--- src/inc/ssac_defines.svh ---
`ifndef SSAC_DEFINES_SVH
`define SSAC_DEFINES_SVH

// register byte offsets
`define SSAC_OFF_MODE      8'h00
`define SSAC_OFF_CFG       8'h04
`define SSAC_OFF_XP        8'h08
`define SSAC_OFF_STAT      8'h0C
`define SSAC_OFF_ISTAT     8'h10
`define SSAC_OFF_IMASK     8'h14

// field positions
`define SSAC_MODE_STRIDE   4
`define SSAC_MODE_W        3
`define SSAC_XP_W          2
`define SSAC_CFG_REP_LSB   0
`define SSAC_CFG_OIN_LSB   4
`define SSAC_CFG_OOUT_LSB  6
`define SSAC_CFG_BSD_LSB   8
`define SSAC_STAT_SUB_LSB  8
`define SSAC_STAT_PRES_LSB 12
`define SSAC_IRQ_XP_BIT    4

// reset values
`define SSAC_CFG_RST       12'h00F
`define SSAC_XP_RST        12'h000
`define SSAC_IMASK_RST     5'h00

// timing
`define SSAC_CLK_MHZ       100
`define SSAC_FLASH_HALF_US 250000

`endif

--- src/inc/ssac_pkg.sv ---
package ssac_pkg;

   typedef enum logic [2:0] {
      auto_pass_mode   = 3'h0,
      auto_retime_mode = 3'h1,
      fixed_3g_mode    = 3'h2,
      fixed_hd_mode    = 3'h3,
      fixed_sd_mode    = 3'h4,
      manual_pass_mode = 3'h5
   } ssac_mode_t;

   typedef enum logic [1:0] {
      rate_unknown = 2'h0,
      rate_270m    = 2'h1,
      rate_1485m   = 2'h2,
      rate_2970m   = 2'h3
   } ssac_rate_t;

   typedef enum logic [1:0] {
      sub_none    = 2'h0,
      sub_dual_rx = 2'h1,
      sub_dual_tx = 2'h2,
      sub_xcvr    = 2'h3
   } ssac_sub_t;

   typedef enum logic [1:0] {
      st_not_monitored = 2'h0,
      st_not_present   = 2'h1,
      st_present       = 2'h2
   } ssac_sig_t;

endpackage : ssac_pkg

--- src/hw/ssac_chan_status.sv ---
module ssac_chan_status (
   // channel setup
   input  ssac_pkg::ssac_mode_t mode,
   input  wire logic            report_en,
   input  wire logic            bypass_sd,
   // detected input
   input  wire logic            present,
   input  ssac_pkg::ssac_rate_t rate,
   input  wire logic            flash,
   // indication and path control
   output logic                 led_present,
   output logic                 led_3g,
   output logic                 led_hd,
   output logic                 led_sd,
   output logic                 pass_raw,
   output logic                 mute,
   output ssac_pkg::ssac_sig_t  state,
   output logic                 slope_upd,
   output logic                 slope_hd
);
   import ssac_pkg::*;

   logic good;
   logic hi_rate;

   always_comb begin
      hi_rate     = (rate == rate_2970m) || (rate == rate_1485m);
      good        = 1'b0;
      led_present = present;
      led_3g      = 1'b0;
      led_hd      = 1'b0;
      led_sd      = 1'b0;
      pass_raw    = 1'b0;
      mute        = 1'b1;
      slope_upd   = 1'b0;
      slope_hd    = 1'b1;
      unique case (mode)
         auto_pass_mode: begin
            good      = present;
            led_3g    = present && (rate == rate_2970m);
            led_hd    = present && (rate == rate_1485m);
            led_sd    = present && (rate == rate_270m);
            pass_raw  = present && (rate == rate_unknown);
            mute      = !present;
            slope_upd = present && (rate != rate_unknown);
            slope_hd  = (rate != rate_270m);
         end
         auto_retime_mode: begin
            good      = present && (rate != rate_unknown);
            led_3g    = present && (rate == rate_2970m);
            led_hd    = present && (rate == rate_1485m);
            led_sd    = present && (rate == rate_270m);
            mute      = !good;
            slope_upd = good;
            slope_hd  = (rate != rate_270m);
         end
         fixed_3g_mode: begin
            good      = present && (rate == rate_2970m);
            led_3g    = good;
            mute      = !good;
            slope_upd = 1'b1;
         end
         fixed_hd_mode: begin
            good      = present && (rate == rate_1485m);
            led_hd    = good;
            mute      = !good;
            slope_upd = 1'b1;
         end
         fixed_sd_mode: begin
            good      = present && (rate == rate_270m);
            led_sd    = good;
            mute      = !good;
            slope_upd = 1'b1;
            slope_hd  = 1'b0;
         end
         manual_pass_mode: begin
            // an absent input leaves every lamp dark and the path muted
            good      = present;
            pass_raw  = present;
            mute      = !present;
            slope_upd = 1'b1;
            slope_hd  = !bypass_sd;
            if (!bypass_sd) begin
               led_3g = present && hi_rate && flash;
               led_hd = present && hi_rate && flash;
            end else begin
               led_sd = present && (rate == rate_270m) && flash;
            end
         end
      endcase
      if (!report_en) begin
         state = st_not_monitored;
      end else if (good) begin
         state = st_present;
      end else begin
         state = st_not_present;
      end
   end

endmodule // ssac_chan_status

--- src/hw/ssac_top.sv ---
// Our own choices: the register addresses and the APB interface to the registers.
`include "ssac_defines.svh"

module ssac_top #(
   parameter int FIBER_VARIANT = 1,
   parameter int FLASH_CYCLES  = `SSAC_FLASH_HALF_US * `SSAC_CLK_MHZ
) (
   // clock and reset
   input  wire logic        pclk,
   input  wire logic        presetn,
   // apb slave
   input  wire logic        psel,
   input  wire logic        penable,
   input  wire logic        pwrite,
   input  wire logic [7:0]  paddr,
   input  wire logic [31:0] pwdata,
   output logic [31:0]      prdata,
   output logic             pready,
   output logic             pslverr,
   // detector and strap pins
   input  wire logic [3:0]  in_present,
   input  wire logic [7:0]  in_rate,
   input  wire logic [1:0]  sub_type,
   // per channel indication
   output logic [3:0]       led_present,
   output logic [3:0]       led_3g,
   output logic [3:0]       led_hd,
   output logic [3:0]       led_sd,
   output logic [3:0]       pass_through,
   output logic [3:0]       mute,
   // crosspoint outputs
   output logic [11:0]      out_src,
   output logic [5:0]       out_enable,
   output logic [5:0]       out_slope_hd,
   // interrupt
   output logic             irq
);
   import ssac_pkg::*;

   localparam int NCH = 4;
   localparam int NOUT = 6;
   localparam int SW = 14;
   localparam int CW = $clog2(FLASH_CYCLES + 1);

   generate
      if (FLASH_CYCLES < 2 || FIBER_VARIANT < 0 || FIBER_VARIANT > 1) begin : g_bad
         $error("ssac_top: unsupported parameter value");
      end
   endgenerate

   // input synchroniser, three stages with agreement filter
   logic [SW-1:0] sync1_ff, sync2_ff, sync3_ff, filt_ff;

   always_ff @(posedge pclk or negedge presetn) begin
      if (!presetn) begin
         sync1_ff <= '0;
         sync2_ff <= '0;
         sync3_ff <= '0;
      end else begin
         sync1_ff <= {sub_type, in_rate, in_present};
         sync2_ff <= sync1_ff;
         sync3_ff <= sync2_ff;
      end
   end

   always_ff @(posedge pclk or negedge presetn) begin
      if (!presetn) begin
         filt_ff <= '0;
      end else begin
         for (int b = 0; b < SW; b++) begin
            if (sync2_ff[b] == sync3_ff[b]) begin
               filt_ff[b] <= sync3_ff[b];
            end
         end
      end
   end

   logic [NCH-1:0] present;
   ssac_sub_t      sub;

   assign present = filt_ff[3:0];
   // the two-input coax build has no submodule socket
   assign sub = (FIBER_VARIANT == 1) ? ssac_sub_t'(filt_ff[13:12]) : sub_none;

   // configuration registers
   ssac_mode_t     mode_ff [NCH];
   logic [11:0]    cfg_ff;
   logic [11:0]    xp_ff, nxt_xp;
   logic [5:0]     xp_rej;
   logic [4:0]     irq_stat_ff, nxt_irq_stat;
   logic [4:0]     irq_mask_ff, nxt_irq_mask;
   logic [NCH-1:0] present_d_ff;

   function automatic logic [NCH-1:0] avail_in(input ssac_sub_t s, input logic [1:0] en);
      logic [NCH-1:0] m;
      m = 4'h3;
      if (s == sub_dual_rx) begin
         m[3:2] = en;
      end
      if (s == sub_xcvr) begin
         m[3] = en[1];
      end
      return m;
   endfunction

   function automatic logic [NOUT-1:0] avail_out(input ssac_sub_t s, input logic [1:0] en);
      logic [NOUT-1:0] m;
      m = 6'h0F;
      if (s == sub_dual_tx) begin
         m[5:4] = en;
      end
      if (s == sub_xcvr) begin
         m[5] = en[1];
      end
      return m;
   endfunction

   function automatic logic addr_hit(input logic [7:0] a);
      return (a == `SSAC_OFF_MODE) || (a == `SSAC_OFF_CFG) || (a == `SSAC_OFF_XP) ||
             (a == `SSAC_OFF_STAT) || (a == `SSAC_OFF_ISTAT) || (a == `SSAC_OFF_IMASK);
   endfunction

   logic [NCH-1:0]  av_in;
   logic [NOUT-1:0] av_out;

   // optical ports only count once software enables them
   assign av_in  = avail_in(sub, cfg_ff[`SSAC_CFG_OIN_LSB +: 2]);
   assign av_out = avail_out(sub, cfg_ff[`SSAC_CFG_OOUT_LSB +: 2]);

   // apb: answer in the second access cycle, so prdata is a clean flop
   logic pready_ff, pslverr_ff;
   logic [31:0] prdata_ff, rd_mux;
   logic acc_start, wr_done;

   assign acc_start = psel && penable && !pready_ff;
   assign wr_done   = psel && penable && pready_ff && pwrite;

   // per channel status
   logic [NCH-1:0] ch_lp, ch_l3, ch_lh, ch_ls, ch_pass, ch_mute, ch_upd, ch_shd;
   ssac_sig_t      ch_state [NCH];
   logic           flash_ff;

   always_comb begin
      rd_mux = 32'h0000_0000;
      if (paddr == `SSAC_OFF_MODE) begin
         for (int c = 0; c < NCH; c++) begin
            rd_mux[c*`SSAC_MODE_STRIDE +: `SSAC_MODE_W] = mode_ff[c];
         end
      end else if (paddr == `SSAC_OFF_CFG) begin
         rd_mux[11:0] = cfg_ff;
      end else if (paddr == `SSAC_OFF_XP) begin
         rd_mux[11:0] = xp_ff;
      end else if (paddr == `SSAC_OFF_STAT) begin
         for (int c = 0; c < NCH; c++) begin
            rd_mux[c*2 +: 2] = ch_state[c];
         end
         rd_mux[`SSAC_STAT_SUB_LSB +: 2]  = sub;
         rd_mux[`SSAC_STAT_PRES_LSB +: 4] = present;
      end else if (paddr == `SSAC_OFF_ISTAT) begin
         rd_mux[4:0] = irq_stat_ff;
      end else if (paddr == `SSAC_OFF_IMASK) begin
         rd_mux[4:0] = irq_mask_ff;
      end
   end

   always_ff @(posedge pclk or negedge presetn) begin
      if (!presetn) begin
         pready_ff  <= 1'b0;
         pslverr_ff <= 1'b0;
         prdata_ff  <= 32'h0000_0000;
      end else begin
         pready_ff  <= acc_start;
         pslverr_ff <= acc_start && !addr_hit(paddr);
         prdata_ff  <= (acc_start && !pwrite) ? rd_mux : 32'h0000_0000;
      end
   end

   // a code outside the six modes is ignored, the field keeps its value
   always_ff @(posedge pclk or negedge presetn) begin
      if (!presetn) begin
         for (int c = 0; c < NCH; c++) begin
            mode_ff[c] <= auto_pass_mode;
         end
      end else if (wr_done && paddr == `SSAC_OFF_MODE) begin
         for (int c = 0; c < NCH; c++) begin
            if (pwdata[c*`SSAC_MODE_STRIDE +: `SSAC_MODE_W] <= 3'h5) begin
               mode_ff[c] <= ssac_mode_t'(pwdata[c*`SSAC_MODE_STRIDE +: `SSAC_MODE_W]);
            end
         end
      end
   end

   always_ff @(posedge pclk or negedge presetn) begin
      if (!presetn) begin
         cfg_ff <= `SSAC_CFG_RST;
      end else if (wr_done && paddr == `SSAC_OFF_CFG) begin
         cfg_ff <= pwdata[11:0];
      end
   end

   // each output field is checked on its own; a refused field is left alone
   always_comb begin
      nxt_xp = xp_ff;
      xp_rej = 6'h00;
      if (wr_done && paddr == `SSAC_OFF_XP) begin
         for (int o = 0; o < NOUT; o++) begin
            if (av_out[o] && av_in[pwdata[o*2 +: 2]]) begin
               nxt_xp[o*2 +: 2] = pwdata[o*2 +: 2];
            end else begin
               xp_rej[o] = 1'b1;
            end
         end
      end
   end

   always_ff @(posedge pclk or negedge presetn) begin
      if (!presetn) begin
         xp_ff <= `SSAC_XP_RST;
      end else begin
         xp_ff <= nxt_xp;
      end
   end

   // interrupts: set wins over a write-one clear in the same cycle
   always_comb begin
      nxt_irq_stat = irq_stat_ff;
      nxt_irq_mask = irq_mask_ff;
      if (wr_done && paddr == `SSAC_OFF_ISTAT) begin
         nxt_irq_stat = irq_stat_ff & ~pwdata[4:0];
      end
      if (wr_done && paddr == `SSAC_OFF_IMASK) begin
         nxt_irq_mask = pwdata[4:0];
      end
      nxt_irq_stat = nxt_irq_stat | {(|xp_rej), present ^ present_d_ff};
   end

   logic irq_ff;

   always_ff @(posedge pclk or negedge presetn) begin
      if (!presetn) begin
         irq_stat_ff  <= 5'h00;
         irq_mask_ff  <= `SSAC_IMASK_RST;
         present_d_ff <= 4'h0;
         irq_ff       <= 1'b0;
      end else begin
         irq_stat_ff  <= nxt_irq_stat;
         irq_mask_ff  <= nxt_irq_mask;
         present_d_ff <= present;
         irq_ff       <= |(nxt_irq_stat & nxt_irq_mask);
      end
   end

   // flash timebase
   logic [CW-1:0] flash_cnt_ff;

   always_ff @(posedge pclk or negedge presetn) begin
      if (!presetn) begin
         flash_cnt_ff <= '0;
         flash_ff     <= 1'b0;
      end else if (flash_cnt_ff == CW'(FLASH_CYCLES - 1)) begin
         flash_cnt_ff <= '0;
         flash_ff     <= !flash_ff;
      end else begin
         flash_cnt_ff <= flash_cnt_ff + 1'b1;
      end
   end

   logic [NCH-1:0] slope_ff;
   logic [NCH-1:0] lp_ff, l3_ff, lh_ff, ls_ff, pass_ff, mute_ff;

   genvar gc;
   generate
      for (gc = 0; gc < NCH; gc++) begin : g_ch
         ssac_chan_status u_stat (
            .mode        (mode_ff[gc]),
            .report_en   (cfg_ff[`SSAC_CFG_REP_LSB + gc]),
            .bypass_sd   (cfg_ff[`SSAC_CFG_BSD_LSB + gc]),
            .present     (present[gc]),
            .rate        (ssac_rate_t'(filt_ff[4 + 2*gc +: 2])),
            .flash       (flash_ff),
            .led_present (ch_lp[gc]),
            .led_3g      (ch_l3[gc]),
            .led_hd      (ch_lh[gc]),
            .led_sd      (ch_ls[gc]),
            .pass_raw    (ch_pass[gc]),
            .mute        (ch_mute[gc]),
            .state       (ch_state[gc]),
            .slope_upd   (ch_upd[gc]),
            .slope_hd    (ch_shd[gc])
         );

         // auto modes keep the last good slope while the rate is unknown
         always_ff @(posedge pclk or negedge presetn) begin
            if (!presetn) begin
               slope_ff[gc] <= 1'b1;
            end else if (ch_upd[gc]) begin
               slope_ff[gc] <= ch_shd[gc];
            end
         end

         a_man_flash: assert property (@(posedge pclk) disable iff (!presetn)
            (mode_ff[gc] == manual_pass_mode && present[gc] && !cfg_ff[`SSAC_CFG_BSD_LSB + gc] &&
             filt_ff[5 + 2*gc]) |=> (lp_ff[gc] && pass_ff[gc] && !ls_ff[gc] &&
             l3_ff[gc] == $past(flash_ff) && lh_ff[gc] == $past(flash_ff)))
            else $error("manual high rate indication wrong");

         a_slope_hold: assert property (@(posedge pclk) disable iff (!presetn)
            ((mode_ff[gc] == auto_pass_mode || mode_ff[gc] == auto_retime_mode) &&
             (!present[gc] || filt_ff[4 + 2*gc +: 2] == 2'h0)) |=> $stable(slope_ff[gc]))
            else $error("auto mode slope not held");

         a_dark_absent: assert property (@(posedge pclk) disable iff (!presetn)
            (mode_ff[gc] == manual_pass_mode && !present[gc]) |=>
            (!lp_ff[gc] && !l3_ff[gc] && !lh_ff[gc] && !ls_ff[gc] && mute_ff[gc]))
            else $error("absent input not dark");

         a_unmon_state: assert property (@(posedge pclk) disable iff (!presetn)
            !cfg_ff[`SSAC_CFG_REP_LSB + gc] |-> ch_state[gc] == st_not_monitored)
            else $error("unreported channel not shown as not monitored");

         a_mode_legal: assert property (@(posedge pclk) disable iff (!presetn)
            mode_ff[gc] inside {auto_pass_mode, auto_retime_mode, fixed_3g_mode,
                                fixed_hd_mode, fixed_sd_mode, manual_pass_mode})
            else $error("mode field holds an illegal code");
      end
   endgenerate

   always_ff @(posedge pclk or negedge presetn) begin
      if (!presetn) begin
         lp_ff   <= 4'h0;
         l3_ff   <= 4'h0;
         lh_ff   <= 4'h0;
         ls_ff   <= 4'h0;
         pass_ff <= 4'h0;
         mute_ff <= 4'hF;
      end else begin
         lp_ff   <= ch_lp;
         l3_ff   <= ch_l3;
         lh_ff   <= ch_lh;
         ls_ff   <= ch_ls;
         pass_ff <= ch_pass;
         mute_ff <= ch_mute;
      end
   end

   // crosspoint: several outputs may name one source at once
   logic [11:0]     out_src_ff;
   logic [NOUT-1:0] out_en_ff, out_slope_ff;

   always_ff @(posedge pclk or negedge presetn) begin
      if (!presetn) begin
         out_src_ff   <= `SSAC_XP_RST;
         out_en_ff    <= 6'h00;
         out_slope_ff <= 6'h00;
      end else begin
         for (int o = 0; o < NOUT; o++) begin
            out_src_ff[o*2 +: 2] <= xp_ff[o*2 +: 2];
            // an output that lost its port or source is switched off
            out_en_ff[o]    <= av_out[o] && av_in[xp_ff[o*2 +: 2]] && !ch_mute[xp_ff[o*2 +: 2]];
            out_slope_ff[o] <= slope_ff[xp_ff[o*2 +: 2]];
         end
      end
   end

   genvar go;
   generate
      for (go = 0; go < NOUT; go++) begin : g_out
         a_en_avail: assert property (@(posedge pclk) disable iff (!presetn)
            out_en_ff[go] |-> $past(av_out[go] && av_in[xp_ff[go*2 +: 2]]))
            else $error("output enabled on unavailable route");

         a_rej_keep: assert property (@(posedge pclk) disable iff (!presetn)
            xp_rej[go] |=> xp_ff[go*2 +: 2] == $past(xp_ff[go*2 +: 2]))
            else $error("refused selection changed the route");

         a_route_follow: assert property (@(posedge pclk) disable iff (!presetn)
            (wr_done && paddr == `SSAC_OFF_XP && !xp_rej[go]) |-> ##2
            out_src_ff[go*2 +: 2] == $past(pwdata[go*2 +: 2], 2))
            else $error("accepted selection not routed");
      end
   endgenerate

   a_opt_in_sub: assert property (@(posedge pclk) disable iff (!presetn)
      av_in[2] |-> sub == sub_dual_rx)
      else $error("optical input one without receiver");

   a_rej_flag: assert property (@(posedge pclk) disable iff (!presetn)
      (|xp_rej) |=> irq_stat_ff[`SSAC_IRQ_XP_BIT])
      else $error("refused selection did not raise its status bit");

   a_irq_level: assert property (@(posedge pclk) disable iff (!presetn)
      irq_ff == |(irq_stat_ff & irq_mask_ff))
      else $error("interrupt level disagrees with status");

   assign prdata       = prdata_ff;
   assign pready       = pready_ff;
   assign pslverr      = pslverr_ff;
   assign led_present  = lp_ff;
   assign led_3g       = l3_ff;
   assign led_hd       = lh_ff;
   assign led_sd       = ls_ff;
   assign pass_through = pass_ff;
   assign mute         = mute_ff;
   assign out_src      = out_src_ff;
   assign out_enable   = out_en_ff;
   assign out_slope_hd = out_slope_ff;
   assign irq          = irq_ff;

endmodule // ssac_top

--- config.mk ---
export PLATFORM = sky130hd
export DESIGN_NAME = ssac_top
export DESIGN_NICKNAME = d
export VERILOG_FILES = /design/src/inc/ssac_pkg.sv /design/src/hw/ssac_chan_status.sv /design/src/hw/ssac_top.sv
export VERILOG_INCLUDE_DIRS = /design/src /design/src/inc
export SDC_FILE = /design/constraint.sdc
export NUM_CORES = 1
export LEC_CHECK = 0
export BUFFER_PORTS_ARGS = -buffer_cell sky130_fd_sc_hd__buf_4
export CAP_MARGIN = 20
export CORE_UTILIZATION = 30
export CTS_BUF_LIST = sky130_fd_sc_hd__clkbuf_8
export DETAILED_ROUTE_END_ITERATION = 10
export MAX_ROUTING_LAYER = met4
export PLACE_DENSITY = 0.48
export SETUP_SLACK_MARGIN = 0.1
export SYNTH_ARGS = -nofsm -noshare
export SYNTH_HDL_FRONTEND = slang
export SYNTH_SLANG_ARGS = --single-unit
--- constraint.sdc ---
create_clock -name pclk -period 3.05 [get_ports pclk]
set_input_delay 0.1525 -clock pclk [delete_from_list [all_inputs] [get_ports pclk]]
set_output_delay 0.1525 -clock pclk [all_outputs]
set_load 0.005 [all_outputs]
# After elaboration in Yosys (flattened, before gate mapping)
# Cells that the tools add are included.
dict set report totals {
  register_bits 199
  inputBits 59
  output_inout_bits 83
  word_cells 404
}
dict set report op_classes {
  eq_ne 59
  mux 129
  n_reduce_logical 145
  magnitude_cmp 16
  n_bitwise 5
  add_sub_neg 1
}
# op n
set ops {}
lappend ops {{1-bit logical AND} 53}
lappend ops {{1-bit binary-select mux with 2-bit select} 24}
lappend ops {{1-bit two-way mux} 44}
lappend ops {{1-bit case mux with 2 select lines} 20}
lappend ops {{1-bit case mux with 5 select lines} 8}
lappend ops {{2-bit by 3-bit < comparator with 1-bit output, second input constant} 12}
lappend ops {{3-bit OR reduction} 12}
lappend ops {{1-bit zero test} 34}
lappend ops {{5-bit two-way mux} 6}
lappend ops {{25-bit by 1-bit adder with 25-bit output, second input constant} 1}
lappend ops {{25-bit == test, second input constant} 1}
lappend ops {{25-bit two-way mux} 1}
lappend ops {{3-bit by 2-bit == test with 1-bit output, second input constant} 8}
lappend ops {{3-bit == test, second input constant} 8}
lappend ops {{2-bit two-way mux} 11}
lappend ops {{2-bit == test, second input constant} 10}
lappend ops {{2-bit AND reduction} 10}
lappend ops {{8-bit by 4-bit == test with 1-bit output, second input constant} 2}
lappend ops {{8-bit by 5-bit == test with 1-bit output, second input constant} 2}
lappend ops {{16-bit two-way mux} 1}
lappend ops {{2-bit OR reduction} 8}
lappend ops {{4-bit OR reduction} 4}
lappend ops {{1-bit == test} 14}
lappend ops {{3-bit by 1-bit == test with 1-bit output, second input constant} 4}
lappend ops {{21 further kinds} 57}

# Logic depth before layout (Yosys ltp)
dict set report logic_depth {
  depth_word 12
  depth_mapped 9
  mapped_depth_nobuf 8
}

# By module
# Synthesis repeated with hierarchy kept, for this count alone.
dict set report hier_totals {
  hier_cells 803
  hier_area_um2 9232.6
}
# module area_per_inst_um2 cells_per_inst seq_area_each_um2 instances
set by_module_without_submodules {}
lappend by_module_without_submodules {ssac_top 7726.2 575 5094.9 1}
lappend by_module_without_submodules {ssac_chan_status 376.6 57 0.0 4}

# Worst setup path after synthesis
# No wires, ideal clock.
dict set report synth_timing {
  kind {input to register}
  from {in paddr[1]}
  to {reg irq_ff (netlist: irq)}
  arrival_ns 2.286
  n_path_buf 0
  t_required_ns 2.921
  setup_time_ns 0.129
  slack_ns 0.635
  stages 6
  cell_sequence {or4_4 -> or4b_4 -> nor2_2 -> mux2_2 -> a22o_1 -> a2111o_1}
}
dict set report synth_via {
  elab_cells_between_ends 13
  cone_classes {3 x eq/ne; 3 x mux; 2 x bitwise; 5 x reduce/logical}
}
# item line
set synth_rtl {}
lappend synth_rtl {{start: declaration} ssac_top.sv:15} ;# input wire logic [7:0] paddr,
lappend synth_rtl {{8-bit by 5-bit == test with 1-bit output (no line)} --}
lappend synth_rtl {{1-bit logical AND (no line)} --}
lappend synth_rtl {{5-bit two-way mux} ssac_top.sv:231} ;# if (wr_done && paddr == `SSAC_OFF_IMASK) begin
lappend synth_rtl {{via nxt_irq_mask[2]} ssac_top.sv:91} ;# logic [4:0] irq_mask_ff, nxt_irq_mask;
lappend synth_rtl {{5-bit bitwise AND} ssac_top.sv:249} ;# irq_ff <= |(nxt_irq_stat & nxt_irq_mask);
lappend synth_rtl {{5-bit OR reduction} ssac_top.sv:249}
lappend synth_rtl {{end signal: assignment} ssac_top.sv:249}
lappend synth_rtl {{end: declaration} ssac_top.sv:237} ;# logic irq_ff;
# The timed path passes the listed nets, and every way through them passes these cells.
# A chain may end at the register's enable or synchronous reset.

# Worst setup path after layout
dict set report layout_timing {
  from {reg pready_ff (netlist: pready)}
  to {reg irq_ff (netlist: irq)}
}
dict set report layout_via {
  elab_cells_between_ends 12
  cone_classes {3 x mux; 2 x bitwise; 7 x reduce/logical}
}
# item line
set layout_rtl {}
lappend layout_rtl {{start: declaration} ssac_top.sv:131} ;# logic pready_ff, pslverr_ff;
lappend layout_rtl {{start signal: assignment} ssac_top.sv:172} ;# pready_ff <= acc_start;
lappend layout_rtl {{1-bit logical AND (2 in series)} ssac_top.sv:136} ;# assign wr_done = psel && penable && pready_ff && pwrite;
lappend layout_rtl {{1-bit logical AND (no line)} --}
lappend layout_rtl {{5-bit two-way mux} ssac_top.sv:231}
lappend layout_rtl {{via nxt_irq_mask[2]} ssac_top.sv:91}
lappend layout_rtl {{5-bit bitwise AND} ssac_top.sv:249}
lappend layout_rtl {{5-bit OR reduction} ssac_top.sv:249}
# The timed path passes the listed nets, and every way through them passes these cells.

==> results.cfg <==
[sta]
worst-slew-pin-transition_ns = 1.06
setup_viol = 0
min_period_ns = 2.51
timing_hold_violations_final = 0
timing.hold.ws_ns = 0.0359
rsz0062_at_grt = no
count_of_pins_over_their_slew_limit = 0
worst_slack_ns = 0.539
timing.max_slew.rel_slack_pct = 28.7
finClkSkew_ns = 0.0268
fmax_mhz = 398
final.period_utilization_pct = 82.3
timing.setup.tns_ns = 0

[synthesis]
synth_top_area_share_pct = 52.4
syn-cell-area_mm2 = 0.00892
synthDominantAreaCellType = dfrtp_1
leading_cell_types_by_total_area_after_synthesis = dfrtp_1 (52%), dfstp_2 (3.5%), a21oi_1 (3.1%)
synthArstFlopShare_pct = 100
yosys.area_share.adder_pct = 2.97
share_of_synthesized_cell_area_in_and_or_nand_and_nor_gates_pct = 14.8
synthesis.area_per_instance_um2 = 10.9
synth-compound-area-share_pct = 13.8
syn_inst = 820
synth_enable_flop_cells = 0
synth_xor_area_share_pct = 2.65
synthMuxAreaShare_pct = 5.48
synthDistinctLibCells = 75
ys_seq_area_share_pct = 56.0
synth_top_family_by_area = simple AND/OR/NAND/NOR gates
postSynth.topFlopCell = dfrtp_1
synth-seq-cells = 199
synth.yosys.warnings = 0

[floorplanning]
die_area_mm2 = 0.0304
fp.coreArea_mm2 = 0.0290
die_height_um = 174
num_rows = 62
fp.dieW_um = 174
io_pins = 142
initial_core_util_pct = 30.8

[worst_setup_path]
number_of_buffers_and_inverters_on_the_critical_path = 0
cp_top_family = simple AND/OR/NAND/NOR gates
cp_cell_sequence = nand4_1, or4b_4, nor2_2, mux2_2, a22o_1, a2111o_1
crit_path_max_incr_delay_ns = 0.58
critPathSlowestCell = or4b_4
worstSetupPathType = reg -> reg
cp_max_fo = 6
end_kind = register
cp_data_required_time_ns = 3.42
startpoint_type = register
data_arrival_time_of_the_worst_path_ns = 2.89

[clock_network]
total_clock_buffers_created_by_cts = 17
clk-insertion-delay-late_ns = 0.49
cts_tree = yes
cts_htree_levels = 4
clock_sinks = 199
cts.repair_timing.setup_buffer_count = 0
cts-root-buf = clkbuf_8
clkTransAtPathRegs_ns = 0.13
ctsLongestPathBuffers = 2

[pwr]
p_seq_share_pct = 55.9
power.density_mw_per_mm2 = 472
p_clk_share_pct = 34.6
power_switching_share_pct = 29.0
net-switching-power_mw = 1.49
intPower_mw = 3.66
total_leakage_power_nw = 4.73
vdd_drop_max_mv = 0.199
p_comb_share_pct = 9.5

[detailed_routing]
first_iter_violations = 462
route.detailed.drc = 0
wire_length_after_detailed_routing_um = 22800
drt_pass1_iterations = 6
via_count = 6574
wl_per_cell_um = 16.8
detail_route.vias_per_cell = 4.86
antenna_left = 0

[job]
cap_violations = 0

[layout]
final_cell_area_mm2 = 0.0109
insertedDiodeCount = 0
layout.cells.most_common_list = dfrtp_1 (187), buf_4 (122), nand2_1 (68), nor2_1 (62), a21oi_1 (56)
area_growth_pct = 22.3
layout_commonest_cell = dfrtp_1
drive_gt1_share_pct = 21.9
finish.net_count = 1024

[global_routing]
antenna_found_initial = 0
first_global_vias = 6362
globalRouteTotalUtil_pct = 16.0
grt_overflow = 0
grt_pass1_wl_um = 36700
grt_max_degree = 95

[outcome]
status = complete, no violations

[place]
dp_worst_setup_slack_ns = 0.383
dp_hpwl_um = 16100
port_buffers = 108
gp_congestion = 0.833
placed_area_mm2 = 0.0102

[hold_path]
holdCritPathClass = in -> reg
## per-layer routing
| layer | track usage (%) | up-vias | routed length (µm) |
|---|---|---|---|
| met5 | - | - | 0 |
| li1 | - | 3164 | - |
| met2 | 23.8 | 157 | 10400 |
| met3 | 2.60 | 17 | 849 |
| met4 | 5.04 | 0 | 371 |
| met1 | 22.3 | 3236 | 11100 |
## worst paths after layout
kind,startpoint,to,slack [ns],depth (start not counted)
min in group asynchronous,presetn,filt_ff[5],0.28,2
max in group asynchronous,presetn,slope_ff[3],1.98,3
setup / recovery,pready,irq,0.54,6
hold reg to reg,sync1_ff[10],sync2_ff[10],0.35,0
setup reg to reg,pready,irq,0.54,6
hold / removal,paddr[6],irq_mask_ff[3],0.04,4
## cell type report
class / count / area [µm²]
clock buffers: 17 / 234
clock inverters: 15 / 195
fillers: 2956 / 18100
inverters: 29 / 109
multi-input cells: 550 / 3600
flip-flops and latches: 199 / 4990
well taps: 384 / 480
repair buffers: 158 / 1300
## synthesized netlist by cell type, types with 2 or more instances
| master | count |
|---|---|
| dfrtp_1 | 187 |
| nand2_1 | 68 |
| nor2_1 | 62 |
| a21oi_1 | 56 |
| o21ai_0 | 43 |
| clkbuf_1 | 36 |
| inv_1 | 29 |
| nand3_1 | 29 |
| nand2b_1 | 19 |
| mux2_2 | 18 |
| xor2_1 | 17 |
| buf_4 | 16 |
| maj3_1 | 14 |
| dfstp_2 | 12 |
| a221oi_1 | 11 |
| nor2b_1 | 11 |
| ha_1 | 10 |
| mux4_2 | 10 |
| nand4_1 | 10 |
| o22ai_1 | 10 |
| xnor2_1 | 10 |
| a22oi_1 | 9 |
| a31oi_1 | 9 |
| and3_1 | 9 |
| nand3b_1 | 9 |
| nor3_1 | 9 |
| o211ai_1 | 7 |
| a211oi_1 | 6 |
| a21o_1 | 6 |
| nor4_1 | 6 |
| o22a_1 | 6 |
| mux2i_1 | 5 |
| buf_2 | 4 |
| nor3b_1 | 4 |
| a21boi_0 | 3 |
| o21a_1 | 3 |
| or3_1 | 3 |
| or3b_2 | 3 |
| nor3_4 | 2 |
| o211a_1 | 2 |
| o31ai_1 | 2 |
| or2_2 | 2 |
## per-stage QoR
step	power, mW	instances	util (%)
floorplan	3.12	835	-
global placement	3.39	1287	35.0
detailed placement	3.40	1287	35.0
CTS	5.24	1352	37.6
global route	5.43	1352	37.6
finish	5.15	1352	37.6
## worst reg2reg max path: cells and delay by family, from the launching register on
family,cells,cell delay [ns]
mux,1,0.38
simple gates,3,1.08
flops,1,0.44
compound gates,2,0.50
## power by group through the flow
| stage | clock network [mW] | registers (mW) | logic (mW) |
|---|---|---|---|
| global placement | 0 | 2.93 | 0.463 |
| CTS | 1.86 | 2.88 | 0.500 |
| floorplan | 0 | 2.87 | 0.253 |
| global route | 1.98 | 2.90 | 0.546 |
| detailed placement | 0 | 2.93 | 0.465 |
| finish | 1.78 | 2.88 | 0.490 |
## registers in the layout, indices dropped and copies added (netlist names), 14 cells and up
name and flops:
sync1_ff 14, filt_ff 14, sync2_ff 14, sync3_ff 14, prdata 16, flash_cnt_ff 25
## kinds of logic after synthesis
kind of cell	Yosys count
AO/OA/AOI/OAI	192
XOR/XNOR	27
adder cells (fa/ha/maj)	24
buffers and inverters	86
flip-flops	199
multiplexers	34
other	1
AND/OR/NAND/NOR	257
## repair_timing
action,4_1_cts,5_1_grt
hold endpoints to repair,135,0
setup endpoints to repair,0,0
hold buffers,33,0
resized for setup,0,0
Note: power is estimated with default switching activity, not from simulation.
